### src/include/lssb_params.svh
// register indices, bit positions and reset values of the status bank
`ifndef LSSB_PARAMS_SVH
`define LSSB_PARAMS_SVH

`define LSSB_IDX_LOOP1 10'h117
`define LSSB_IDX_LOOP2 10'h118
`define LSSB_IDX_LOOP3 10'h119
`define LSSB_IDX_REF01 10'h126
`define LSSB_IDX_REF23 10'h127
`define LSSB_IDX_SYNTH_ZERO 10'h16E
`define LSSB_IDX_IRQ_ST 10'h180
`define LSSB_IDX_IRQ_MASK 10'h181

`define LSSB_B_SLOPE 7
`define LSSB_B_MEM 6
`define LSSB_B_RANGE 5
`define LSSB_B_HOLD 1
`define LSSB_B_UNLOCK 0
`define LSSB_B_ALIGN_B 5
`define LSSB_B_ALIGN_A 4
`define LSSB_B_SYN_UNLOCK 2

`define LSSB_IRQ_UNL_BASE 0
`define LSSB_IRQ_HOLD_BASE 3
`define LSSB_IRQ_SYN_UNL 6
`define LSSB_IRQ_ALIGN 7

`define LSSB_RST_BYTE 8'h00
`define LSSB_RST_WORD 32'h0000_0000

`endif

### src/include/lssb_pkg.sv
// types carried between the monitors and the status bank
package lssb_pkg;

	typedef logic [3:0] lssb_ref_t;

	typedef struct packed {
		logic slope_hit;
		logic mem_hit;
		logic range_hit;
		logic holdover;
		logic unlocked;
	} lssb_loop_health_t;

	typedef struct packed {
		logic enable;
		logic out_a_enable;
		logic out_b_enable;
		logic align_done_a;
		logic align_done_b;
		logic unlocked;
	} lssb_synth_mon_t;

	typedef struct packed {
		lssb_loop_health_t [2:0] loops;
		lssb_ref_t [3:0] refs;
		lssb_synth_mon_t synth;
	} lssb_mon_t;

endpackage

### src/lssb_sync3.sv
// three-stage input filter, a bit changes once stages two and three agree
`timescale 1ns/1ps
module lssb_sync3 #(
	parameter int W = 37
) (
	// clock and reset
	input wire logic clk_i,
	input wire logic srst_i,
	// data
	input wire logic [W-1:0] d_i,
	output logic [W-1:0] q_o
);
	logic [W-1:0] s1_ff;
	logic [W-1:0] s2_ff;
	logic [W-1:0] s3_ff;
	logic [W-1:0] q_ff;
	logic [W-1:0] nxt_q;

	genvar i;
	generate
		for (i = 0; i < W; i++) begin : g_bit
			assign nxt_q[i] = (s2_ff[i] == s3_ff[i]) ? s3_ff[i] : q_ff[i];
		end
	endgenerate

	always_ff @(posedge clk_i) begin
		if (srst_i) begin
			s1_ff <= '0;
			s2_ff <= '0;
			s3_ff <= '0;
			q_ff <= '0;
		end else begin
			s1_ff <= d_i;
			s2_ff <= s1_ff;
			s3_ff <= s2_ff;
			q_ff <= nxt_q;
		end
	end

	assign q_o = q_ff;
endmodule

### src/lssb_top.sv
// loop and synthesizer status bank behind an apb slave, read-only except the interrupt status and mask
`timescale 1ns/1ps
`include "lssb_params.svh"
module lssb_top (
	// clock and reset
	input wire logic clk_i,
	input wire logic srst_i,
	// apb slave
	input wire logic psel_i,
	input wire logic penable_i,
	input wire logic pwrite_i,
	input wire logic [11:0] paddr_i,
	input wire logic [31:0] pwdata_i,
	output logic [31:0] prdata_o,
	output logic pready_o,
	output logic pslverr_o,
	// monitor flags
	input wire lssb_pkg::lssb_mon_t mon_i,
	// interrupt
	output logic irq_o
);
	lssb_pkg::lssb_mon_t mon_f;
	logic [2:0][7:0] loop_ff;
	logic [2:0][7:0] nxt_loop;
	logic [7:0] ref01_ff;
	logic [7:0] ref23_ff;
	logic [7:0] synth_ff;
	logic [7:0] irq_st_ff;
	logic [7:0] irq_mask_ff;
	logic [31:0] prdata_ff;
	logic pslverr_ff;
	logic [7:0] nxt_ref01;
	logic [7:0] nxt_ref23;
	logic [7:0] nxt_synth;
	logic [7:0] nxt_irq_st;
	logic [7:0] nxt_irq_mask;
	logic [31:0] nxt_prdata;
	logic [7:0] ev;
	logic [2:0] ev_unl;
	logic [2:0] ev_hold;

	lssb_sync3 #(
		.W($bits(lssb_pkg::lssb_mon_t))
	) u_sync (
		.clk_i(clk_i),
		.srst_i(srst_i),
		.d_i(mon_i),
		.q_o(mon_f)
	);

	// apb decode
	wire [9:0] idx = paddr_i[11:2];
	wire setup = psel_i & ~penable_i;
	wire wr_acc = psel_i & penable_i & pwrite_i;
	wire hit_l1 = (idx == `LSSB_IDX_LOOP1);
	wire hit_l2 = (idx == `LSSB_IDX_LOOP2);
	wire hit_l3 = (idx == `LSSB_IDX_LOOP3);
	wire hit_r01 = (idx == `LSSB_IDX_REF01);
	wire hit_r23 = (idx == `LSSB_IDX_REF23);
	wire hit_syn = (idx == `LSSB_IDX_SYNTH_ZERO);
	wire hit_ist = (idx == `LSSB_IDX_IRQ_ST);
	wire hit_imk = (idx == `LSSB_IDX_IRQ_MASK);
	wire hit_any = hit_l1 | hit_l2 | hit_l3 | hit_r01 | hit_r23 | hit_syn |
		hit_ist | hit_imk;
	wire [7:0] rd_byte = ({8{hit_l1}} & loop_ff[0]) |
		({8{hit_l2}} & loop_ff[1]) |
		({8{hit_l3}} & loop_ff[2]) |
		({8{hit_r01}} & ref01_ff) |
		({8{hit_r23}} & ref23_ff) |
		({8{hit_syn}} & synth_ff) |
		({8{hit_ist}} & irq_st_ff) |
		({8{hit_imk}} & irq_mask_ff);
	assign nxt_prdata = setup ? {24'h00_0000, rd_byte} : prdata_ff;
	wire w1c_en = wr_acc & hit_ist;
	wire mask_en = wr_acc & hit_imk;

	// per-loop health bytes, writes never reach them
	genvar i;
	generate
		for (i = 0; i < 3; i++) begin : g_loop
			always_comb begin
				nxt_loop[i] = `LSSB_RST_BYTE;
				nxt_loop[i][`LSSB_B_SLOPE] = mon_f.loops[i].slope_hit;
				nxt_loop[i][`LSSB_B_MEM] = mon_f.loops[i].mem_hit;
				nxt_loop[i][`LSSB_B_RANGE] = mon_f.loops[i].range_hit;
				nxt_loop[i][`LSSB_B_HOLD] = mon_f.loops[i].holdover;
				nxt_loop[i][`LSSB_B_UNLOCK] = mon_f.loops[i].unlocked;
			end
			assign ev_unl[i] = mon_f.loops[i].unlocked &
				~loop_ff[i][`LSSB_B_UNLOCK];
			assign ev_hold[i] = mon_f.loops[i].holdover &
				~loop_ff[i][`LSSB_B_HOLD];
		end
	endgenerate

	// chosen references
	assign nxt_ref01 = {mon_f.refs[1], mon_f.refs[0]};
	assign nxt_ref23 = {mon_f.refs[3], mon_f.refs[2]};

	// synthesizer zero, alignment held at zero while disabled
	wire align_a = mon_f.synth.align_done_a & mon_f.synth.out_a_enable &
		mon_f.synth.enable;
	wire align_b = mon_f.synth.align_done_b & mon_f.synth.out_b_enable &
		mon_f.synth.enable;
	always_comb begin
		nxt_synth = `LSSB_RST_BYTE;
		nxt_synth[`LSSB_B_ALIGN_A] = align_a;
		nxt_synth[`LSSB_B_ALIGN_B] = align_b;
		nxt_synth[`LSSB_B_SYN_UNLOCK] = mon_f.synth.unlocked;
	end

	// interrupt events, set wins over a write-one clear
	always_comb begin
		ev = 8'h00;
		ev[`LSSB_IRQ_UNL_BASE +: 3] = ev_unl;
		ev[`LSSB_IRQ_HOLD_BASE +: 3] = ev_hold;
		ev[`LSSB_IRQ_SYN_UNL] = mon_f.synth.unlocked &
			~synth_ff[`LSSB_B_SYN_UNLOCK];
		ev[`LSSB_IRQ_ALIGN] = (align_a & ~synth_ff[`LSSB_B_ALIGN_A]) |
			(align_b & ~synth_ff[`LSSB_B_ALIGN_B]);
	end
	assign nxt_irq_st = (irq_st_ff & ~({8{w1c_en}} & pwdata_i[7:0])) | ev;
	assign nxt_irq_mask = mask_en ? pwdata_i[7:0] : irq_mask_ff;

	always_ff @(posedge clk_i) begin
		if (srst_i) begin
			loop_ff <= '0;
			ref01_ff <= `LSSB_RST_BYTE;
			ref23_ff <= `LSSB_RST_BYTE;
			synth_ff <= `LSSB_RST_BYTE;
			irq_st_ff <= `LSSB_RST_BYTE;
			irq_mask_ff <= `LSSB_RST_BYTE;
			prdata_ff <= `LSSB_RST_WORD;
			pslverr_ff <= 1'b0;
		end else begin
			loop_ff <= nxt_loop;
			ref01_ff <= nxt_ref01;
			ref23_ff <= nxt_ref23;
			synth_ff <= nxt_synth;
			irq_st_ff <= nxt_irq_st;
			irq_mask_ff <= nxt_irq_mask;
			prdata_ff <= nxt_prdata;
			pslverr_ff <= setup ? ~hit_any : pslverr_ff;
		end
	end

	assign prdata_o = prdata_ff;
	assign pready_o = 1'b1;
	assign pslverr_o = pslverr_ff & psel_i & penable_i;
	assign irq_o = |(irq_st_ff & irq_mask_ff);
endmodule

### config.mk
export PLATFORM = sky130hd
export DESIGN_NAME = lssb_top
export DESIGN_NICKNAME = d
export VERILOG_FILES = /design/src/include/lssb_pkg.sv /design/src/lssb_sync3.sv /design/src/lssb_top.sv
export VERILOG_INCLUDE_DIRS = /design/src /design/src/include
export SDC_FILE = /design/constraint.sdc
export NUM_CORES = 1
export LEC_CHECK = 0
export BUFFER_PORTS_ARGS = -buffer_cell sky130_fd_sc_hd__clkbuf_2
export CAP_MARGIN = 20
export CORE_MARGIN = 2
export CORE_UTILIZATION = 40
export CTS_CLUSTER_SIZE = 25
export DETAILED_ROUTE_END_ITERATION = 6
export HOLD_SLACK_MARGIN = 0.1
export PLACE_DENSITY_LB_ADDON = 0.12
export RECOVER_POWER = 25
export SYNTH_ARGS = -nofsm -noshare
export SYNTH_HDL_FRONTEND = slang
export SYNTH_SLANG_ARGS = --single-unit
export TNS_END_PERCENT = 50
### constraint.sdc
create_clock -name clk_i -period 2.5 [get_ports clk_i]
set_input_delay 0.625 -clock clk_i [delete_from_list [all_inputs] [get_ports clk_i]]
set_output_delay 0.625 -clock clk_i [all_outputs]
set_load 0.01 [all_outputs]
==> flow_summary.json, run 1 <==
{
  "holdWs_ps": 321.4,
  "cts_sinks": 207,
  "fin_nets": 844,
  "clockBufferDepth": 3,
  "row_count": 48,
  "crit_path_end_kind": "primary output",
  "initial_core_util": 0.4064,
  "synth_area_leaders": "dfxtp_1 (59%), nor2b_1 (14%), o21ai_0 (4.2%), a21oi_1 (4.0%), buf_4 (2.7%)",
  "cts_resized": 0,
  "hold_viol": 0,
  "setup_viol": 0,
  "antenna_found_initial": 0,
  "cpLargestDelayFamily": "flip-flops",
  "power.leakage_nw": 3.203,
  "crit_chain": "a22oi_1 > nand4_1 > clkbuf_2",
  "cp_max_fo": 3,
  "synth.distinct_cells": 43,
  "holdBufCountCts": 0,
  "fill_cells": 1629,
  "io_pins": 121,
  "routed_via_density": 4.744,
  "synthCells": 684,
  "first_pass_iters": 4,
  "via_count": 4730,
  "grt_pass1_wl_um": 21490,
  "ant_nets": 0,
  "vdd_drop_max_uv": 537.7,
  "drv_slew": 0,
  "routed_wl_um": 13130,
  "numCtsBuffers": 22,
  "place.gp.congestion": 0.8865,
  "coreArea_um2": 17180,
  "area_delta_synth_final_pct": 18.59,
  "clk_pin_slew_ps": 60,
  "synth_ff_type": "dfxtp_1",
  "synth_area_um2": 6980,
  "fin_tns_setup_ps": 0,
  "fin_skew_ps": 12.39,
  "htree_levels": 1,
  "cts_tree": "built",
  "slowest_delay_ps": 330,
  "yosysTopAreaCellShare": 0.5937,
  "min_path_type": "in2reg",
  "fmax_mhz": 506.4,
  "grt_usage": 0.1440,
  "clock_latency_ps": 510,
  "cp.arrival_ps": 1350,
  "slowest_stage": "dfxtp_1",
  "die_area_um2": 18520,
  "synth_top_cells_by_count": "dfxtp_1 (207), nor2b_1 (159), o21ai_0 (58), a21oi_1 (56), nand2_1 (39)",
  "drcViolationCount": 0,
  "grt_max_degree": 98,
  "status": "complete, no violations",
  "yosysWarnings": 0,
  "first_global_vias": 4364,
  "die_w_um": 136.1,
  "ff2ff_setup_slack_ps": 1140,
  "max_slew_margin": 0.1598,
  "power.total_w": 0.006965,
  "numPortBuffers": 69,
  "rsz0062_at_grt": "false",
  "seq_area_frac_synth": 0.5937,
  "start_kind": "flop",
  "synth.avg_cell_area_um2": 10.21,
  "cts_root_buf": "clkbuf_16",
  "synthArstFlopShare": 0,
  "diodes": 0,
  "worst-path-buf-inv": 1,
  "dpl.hpwl_um": 9114,
  "grt_overflow": 0,
  "yosysMostFrequentCell": "dfxtp_1",
  "worstSetupPathType": "reg2out",
  "required_ps": 1880,
  "cap_viol_max_count": 0,
  "fin_crit_sh": 0.7900,
  "drt_iter0_drc": 305,
  "ys_seq_elements": 207,
  "drive_gt1_frac": 0.1606,
  "wl_per_cell_um": 13.17,
  "synth_edf_count": 0,
  "dieHeight_um": 136.1,
  "p_per_area_nw_per_um2": 841.4,
  "period_needed_ps": 1975,
  "synth_top_cell_by_area": "dfxtp_1",
  "worst_slew_pin_slew_ps": 1260,
  "cts_setup_buffers": 0
}
-- logic make-up (layout without fill, tap and decap cells) --
logic type	count (synthesis)	count (layout)	share of synthesized area
AOI/OAI and AO/OA	145	145	0.1188
buffers and inverters	64	129	0.04804
DFF	207	207	0.5937
muxes	11	11	0.01595
other	2	25	0.001076
and+or+nand+nor	255	255	0.2224
-- stage by stage --
| step | instance area [um2] | utilization | cells | setup WS [ps] |
|---|---|---|---|---|
| 2_1_floorplan | 7067 | - | 707 | 249.6 |
| 3_5_place_dp | 7516 | 0.4376 | 959 | 140.5 |
| 4_1_cts | 8282 | 0.4822 | 997 | 487.6 |
| 6_report | 8278 | 0.4819 | 997 | 525.1 |
| 5_1_grt | 8278 | 0.4819 | 997 | 419.9 |
| 3_3_place_gp | 7516 | 0.4376 | 959 | 181.0 |
-- per-layer routing --
layer	track usage	wire (um)	vias to the layer above
li1	-	-	2411
met1	0.1975	6301	2167
met2	0.2205	5636	126
met3	0.03654	845	26
met4	0.04977	347	0
met5	0	0	-
-- path summary, 6_finish.rpt --
path / cells past startpoint / startpoint / end
setup / recovery: 3 / irq_st_ff[6] / irq_o
hold / removal: 2 / mon_i[20] / u_sync.s1_ff[20]
setup reg to reg: 4 / irq_st_ff[1] / prdata_o[1]
hold reg to reg: 1 / u_sync.s1_ff[27] / u_sync.s2_ff[27]
-- layout make-up --
class | count | area (um2) | share of cell area
Clock inverter | 8 | 125.1 | 0.01511
Timing Repair Buffer | 84 | 473.0 | 0.05713
Sequential cell | 207 | 4144 | 0.5006
Multi-Input combinational cell | 436 | 2587 | 0.3126
Tap cell | 225 | 281.5 | 0.03401
Clock buffer | 30 | 640.6 | 0.07739
Inverter | 7 | 26.28 | 0.003174
-- sequential cells by signal, indices dropped and copies added (netlist names) --
name	cells
synth_ff	3
irq_st_ff	8
pslverr_ff	1
irq_mask_ff	8
loop_ff	15
u_sync.s2_ff	37
ref01_ff	8
u_sync.q_o	37
ref23_ff	8
u_sync.s3_ff	37
prdata_o	8
u_sync.s1_ff	37
-- worst reg2reg max path, cell delays in order (launching register included) --
cell and delay, ps:
dfxtp_1 350, or4bb_1 480, a21oi_1 160, o21ai_0 150
a21oi_1 150
-- cells in the final DEF (no fill, tap or decap), types with 3 or more instances in the layout --
cell and instances:
inv_1 7, nor3_1 6, nor4_1 3, clkbuf_8 6, nor2b_1 159, and3_1 4
buf_4 13, conb_1 25, nand2_1 39, clkbuf_1 3, dfxtp_1 207, a21oi_1 56
or4bb_1 6, mux2i_1 10, nand4_1 3, a32o_1 4, clkbuf_16 22, nand4b_1 6
o21ai_0 58, a22oi_1 4, and4b_1 3, a22o_1 7, clkbuf_2 68, nor2_1 10
a31oi_1 5, a221oi_1 5
-- report_power, final --
part	total, W	switching [W]	internal (W)
clock network	0.00329	0.00128	0.00201
logic	0.000261	0.000150	0.000111
registers	0.00341	0.0000315	0.00338
total	0.00697	0.00146	0.00551
Note: power is estimated with default switching activity, not from simulation.
==> run 2, diff against run 1 <==
==> constraint.sdc (replaced) <==
create_clock -name clk_i -period 1.9 [get_ports clk_i]
set_input_delay 0.475 -clock clk_i [delete_from_list [all_inputs] [get_ports clk_i]]
set_output_delay 0.475 -clock clk_i [all_outputs]
set_load 0.01 [all_outputs]
==> flow_summary.json, run 2 (synthesized netlist as in run 1, its figures left out) <==
{
  "reg2reg_depth": 4,
  "ant_nets": 0,
  "final_cells": 1012,
  "initial_core_util": 0.4064,
  "drt_iter0_drc": 211,
  "clockBufferDepth": 3,
  "wl_per_cell_um": 13.41,
  "grt_max_degree": 114,
  "rr_endpoint": "prdata_o[5]",
  "die_area_um2": 18520,
  "grt_usage": 0.1488,
  "grt_pass1_wl_um": 22040,
  "clock_latency_ps": 510,
  "dp.cells": 974,
  "worst-path-buf-inv": 1,
  "drv_slew": 0,
  "pwr-share-clk": 0.453,
  "cts_root_buf": "clkbuf_16",
  "cp.arrival_ps": 1340,
  "dieHeight_um": 136.1,
  "cts_sinks": 207,
  "p_per_area_nw_per_um2": 1066,
  "area_delta_synth_final_pct": 19.38,
  "vdd_drop_max_uv": 666.4,
  "cp_max_fo": 3,
  "crit_chain": "a22oi_2 > nand4_1 > clkbuf_2",
  "hold_viol": 0,
  "status": "complete, no violations",
  "drive_gt1_frac": 0.1715,
  "slowest_stage": "dfxtp_1",
  "routed_wl_um": 13570,
  "cap_viol_max_count": 0,
  "finish.utilization": 0.4851,
  "ff2ff_setup_slack_ps": 490,
  "row_count": 48,
  "whs_path_depth": 2,
  "place.gp.congestion": 0.7935,
  "internal_power_w": 0.006983,
  "fin_nets": 859,
  "fin_skew_ps": 12.10,
  "coreArea_um2": 17180,
  "start_kind": "flop",
  "first_pass_iters": 5,
  "numPortBuffers": 69,
  "fmax_mhz": 550.4,
  "via_count": 4762,
  "rsz0062_at_grt": "false",
  "io_pins": 121,
  "fin_tns_setup_ps": 0,
  "holdBufCountCts": 0,
  "layout_common_cells": "dfxtp_1 (207), nor2b_1 (159), clkbuf_2 (70)",
  "power_frac_comb": 0.041,
  "fin_crit_sh": 0.9562,
  "worst_slew_pin_slew_ps": 1054,
  "period_needed_ps": 1817,
  "power_switching_share": 0.2141,
  "diodes": 0,
  "r2r-start": "irq_st_ff[5]",
  "die_w_um": 136.1,
  "cpLargestDelayFamily": "flip-flops",
  "cts_tree": "built",
  "power.leakage_nw": 3.244,
  "required_ps": 1420,
  "clk_pin_slew_ps": 60,
  "crit_path_end_kind": "primary output",
  "htree_levels": 1,
  "first_global_vias": 4551,
  "final_common_cell": "dfxtp_1",
  "hold_end": "u_sync.s1_ff[20]",
  "setup_viol": 0,
  "dpl.hpwl_um": 9323,
  "slowest_delay_ps": 330,
  "worstSetupPathType": "reg2out",
  "grt_overflow": 0,
  "min_from": "mon_i[20]",
  "switching_power_w": 0.001902,
  "critical_path_depth": 3,
  "routed_via_density": 4.706,
  "max_slew_margin": 0.2972,
  "pwr-share-seq": 0.506,
  "drcViolationCount": 0,
  "numCtsBuffers": 22,
  "antenna_found_initial": 0,
  "min_path_type": "in2reg"
}
run 2: cell types whose count changed in the layout (fill, tap and decap cells not counted), moves of 2 or more:
cell,previous run,this run
buf_4,13,26
clkinv_4,2,0
clkbuf_8,6,2
clkbuf_2,68,70
or4_4,0,2
clkbuf_1,3,10
or4_1,2,0
run 2: how the worst max path moves through the flow:
| stage | start | endpoint | slack [ps] |
|---|---|---|---|
| after floorplan | paddr_i[7] | irq_mask_ff[0] | -70 |
| after global placement | paddr_i[7] | irq_st_ff[6] | -150 |
| after detailed placement | paddr_i[7] | prdata_o[6] | -160 |
| after CTS | irq_st_ff[6] | irq_o | 10 |
| after global routing | irq_st_ff[6] | irq_o | 20 |
| final | irq_st_ff[6] | irq_o | 80 |
run 2: metrics by stage:
stage               cell area, um2  total power [W]  hold WS (ps)  worst slack (ps)
finish                        8333         0.008884         165.9             83.22
global route                  8333         0.009247         153.8             20.60
CTS                           8341         0.009019         144.6             14.50
detailed placement            7654         0.004958         420.4            -163.0
global placement              7654         0.004951         417.2            -154.6
floorplan                     7086         0.004828         413.8            -74.34
run 2: repair_timing:
item / 4_1_cts / 5_1_grt
setup endpoints to repair: 0 / 1
setup buffers: 0 / 0
resized for setup: 0 / 1
run 2: layout make-up:
cell class              count  area (um2)
well taps                 225       281.5
clock inverters             5       75.07
repair buffers             99       589.3
fillers                  1661        8843
inverters                   7       26.28
clock buffers              33       611.8
multi-input cells         436        2605
flip-flops and latches    207        4144
run 2: worst reg2reg max path: cells and delay by family (launching register included):
kind / cells / cell delay, ps
flops: 1 / 370
compound gates: 3 / 470
simple gates: 1 / 500
run 2: power groups by stage:
stage	Combinational [W]	Sequential (W)	Clock, W
6_report	0.000365	0.00449	0.00403
5_1_grt	0.000409	0.00450	0.00434
4_1_cts	0.000371	0.00449	0.00415
3_5_place_dp	0.000369	0.00459	0
3_3_place_gp	0.000365	0.00459	0
2_1_floorplan	0.000250	0.00458	0
run 2: per-layer routing:
layer	GRT usage	vias to the layer above	part of all wire
li1	-	2444	-
met1	0.2008	2191	0.49
met2	0.2390	107	0.44
met3	0.03207	20	0.050
met4	0.04572	0	0.022
met5	0	-	0
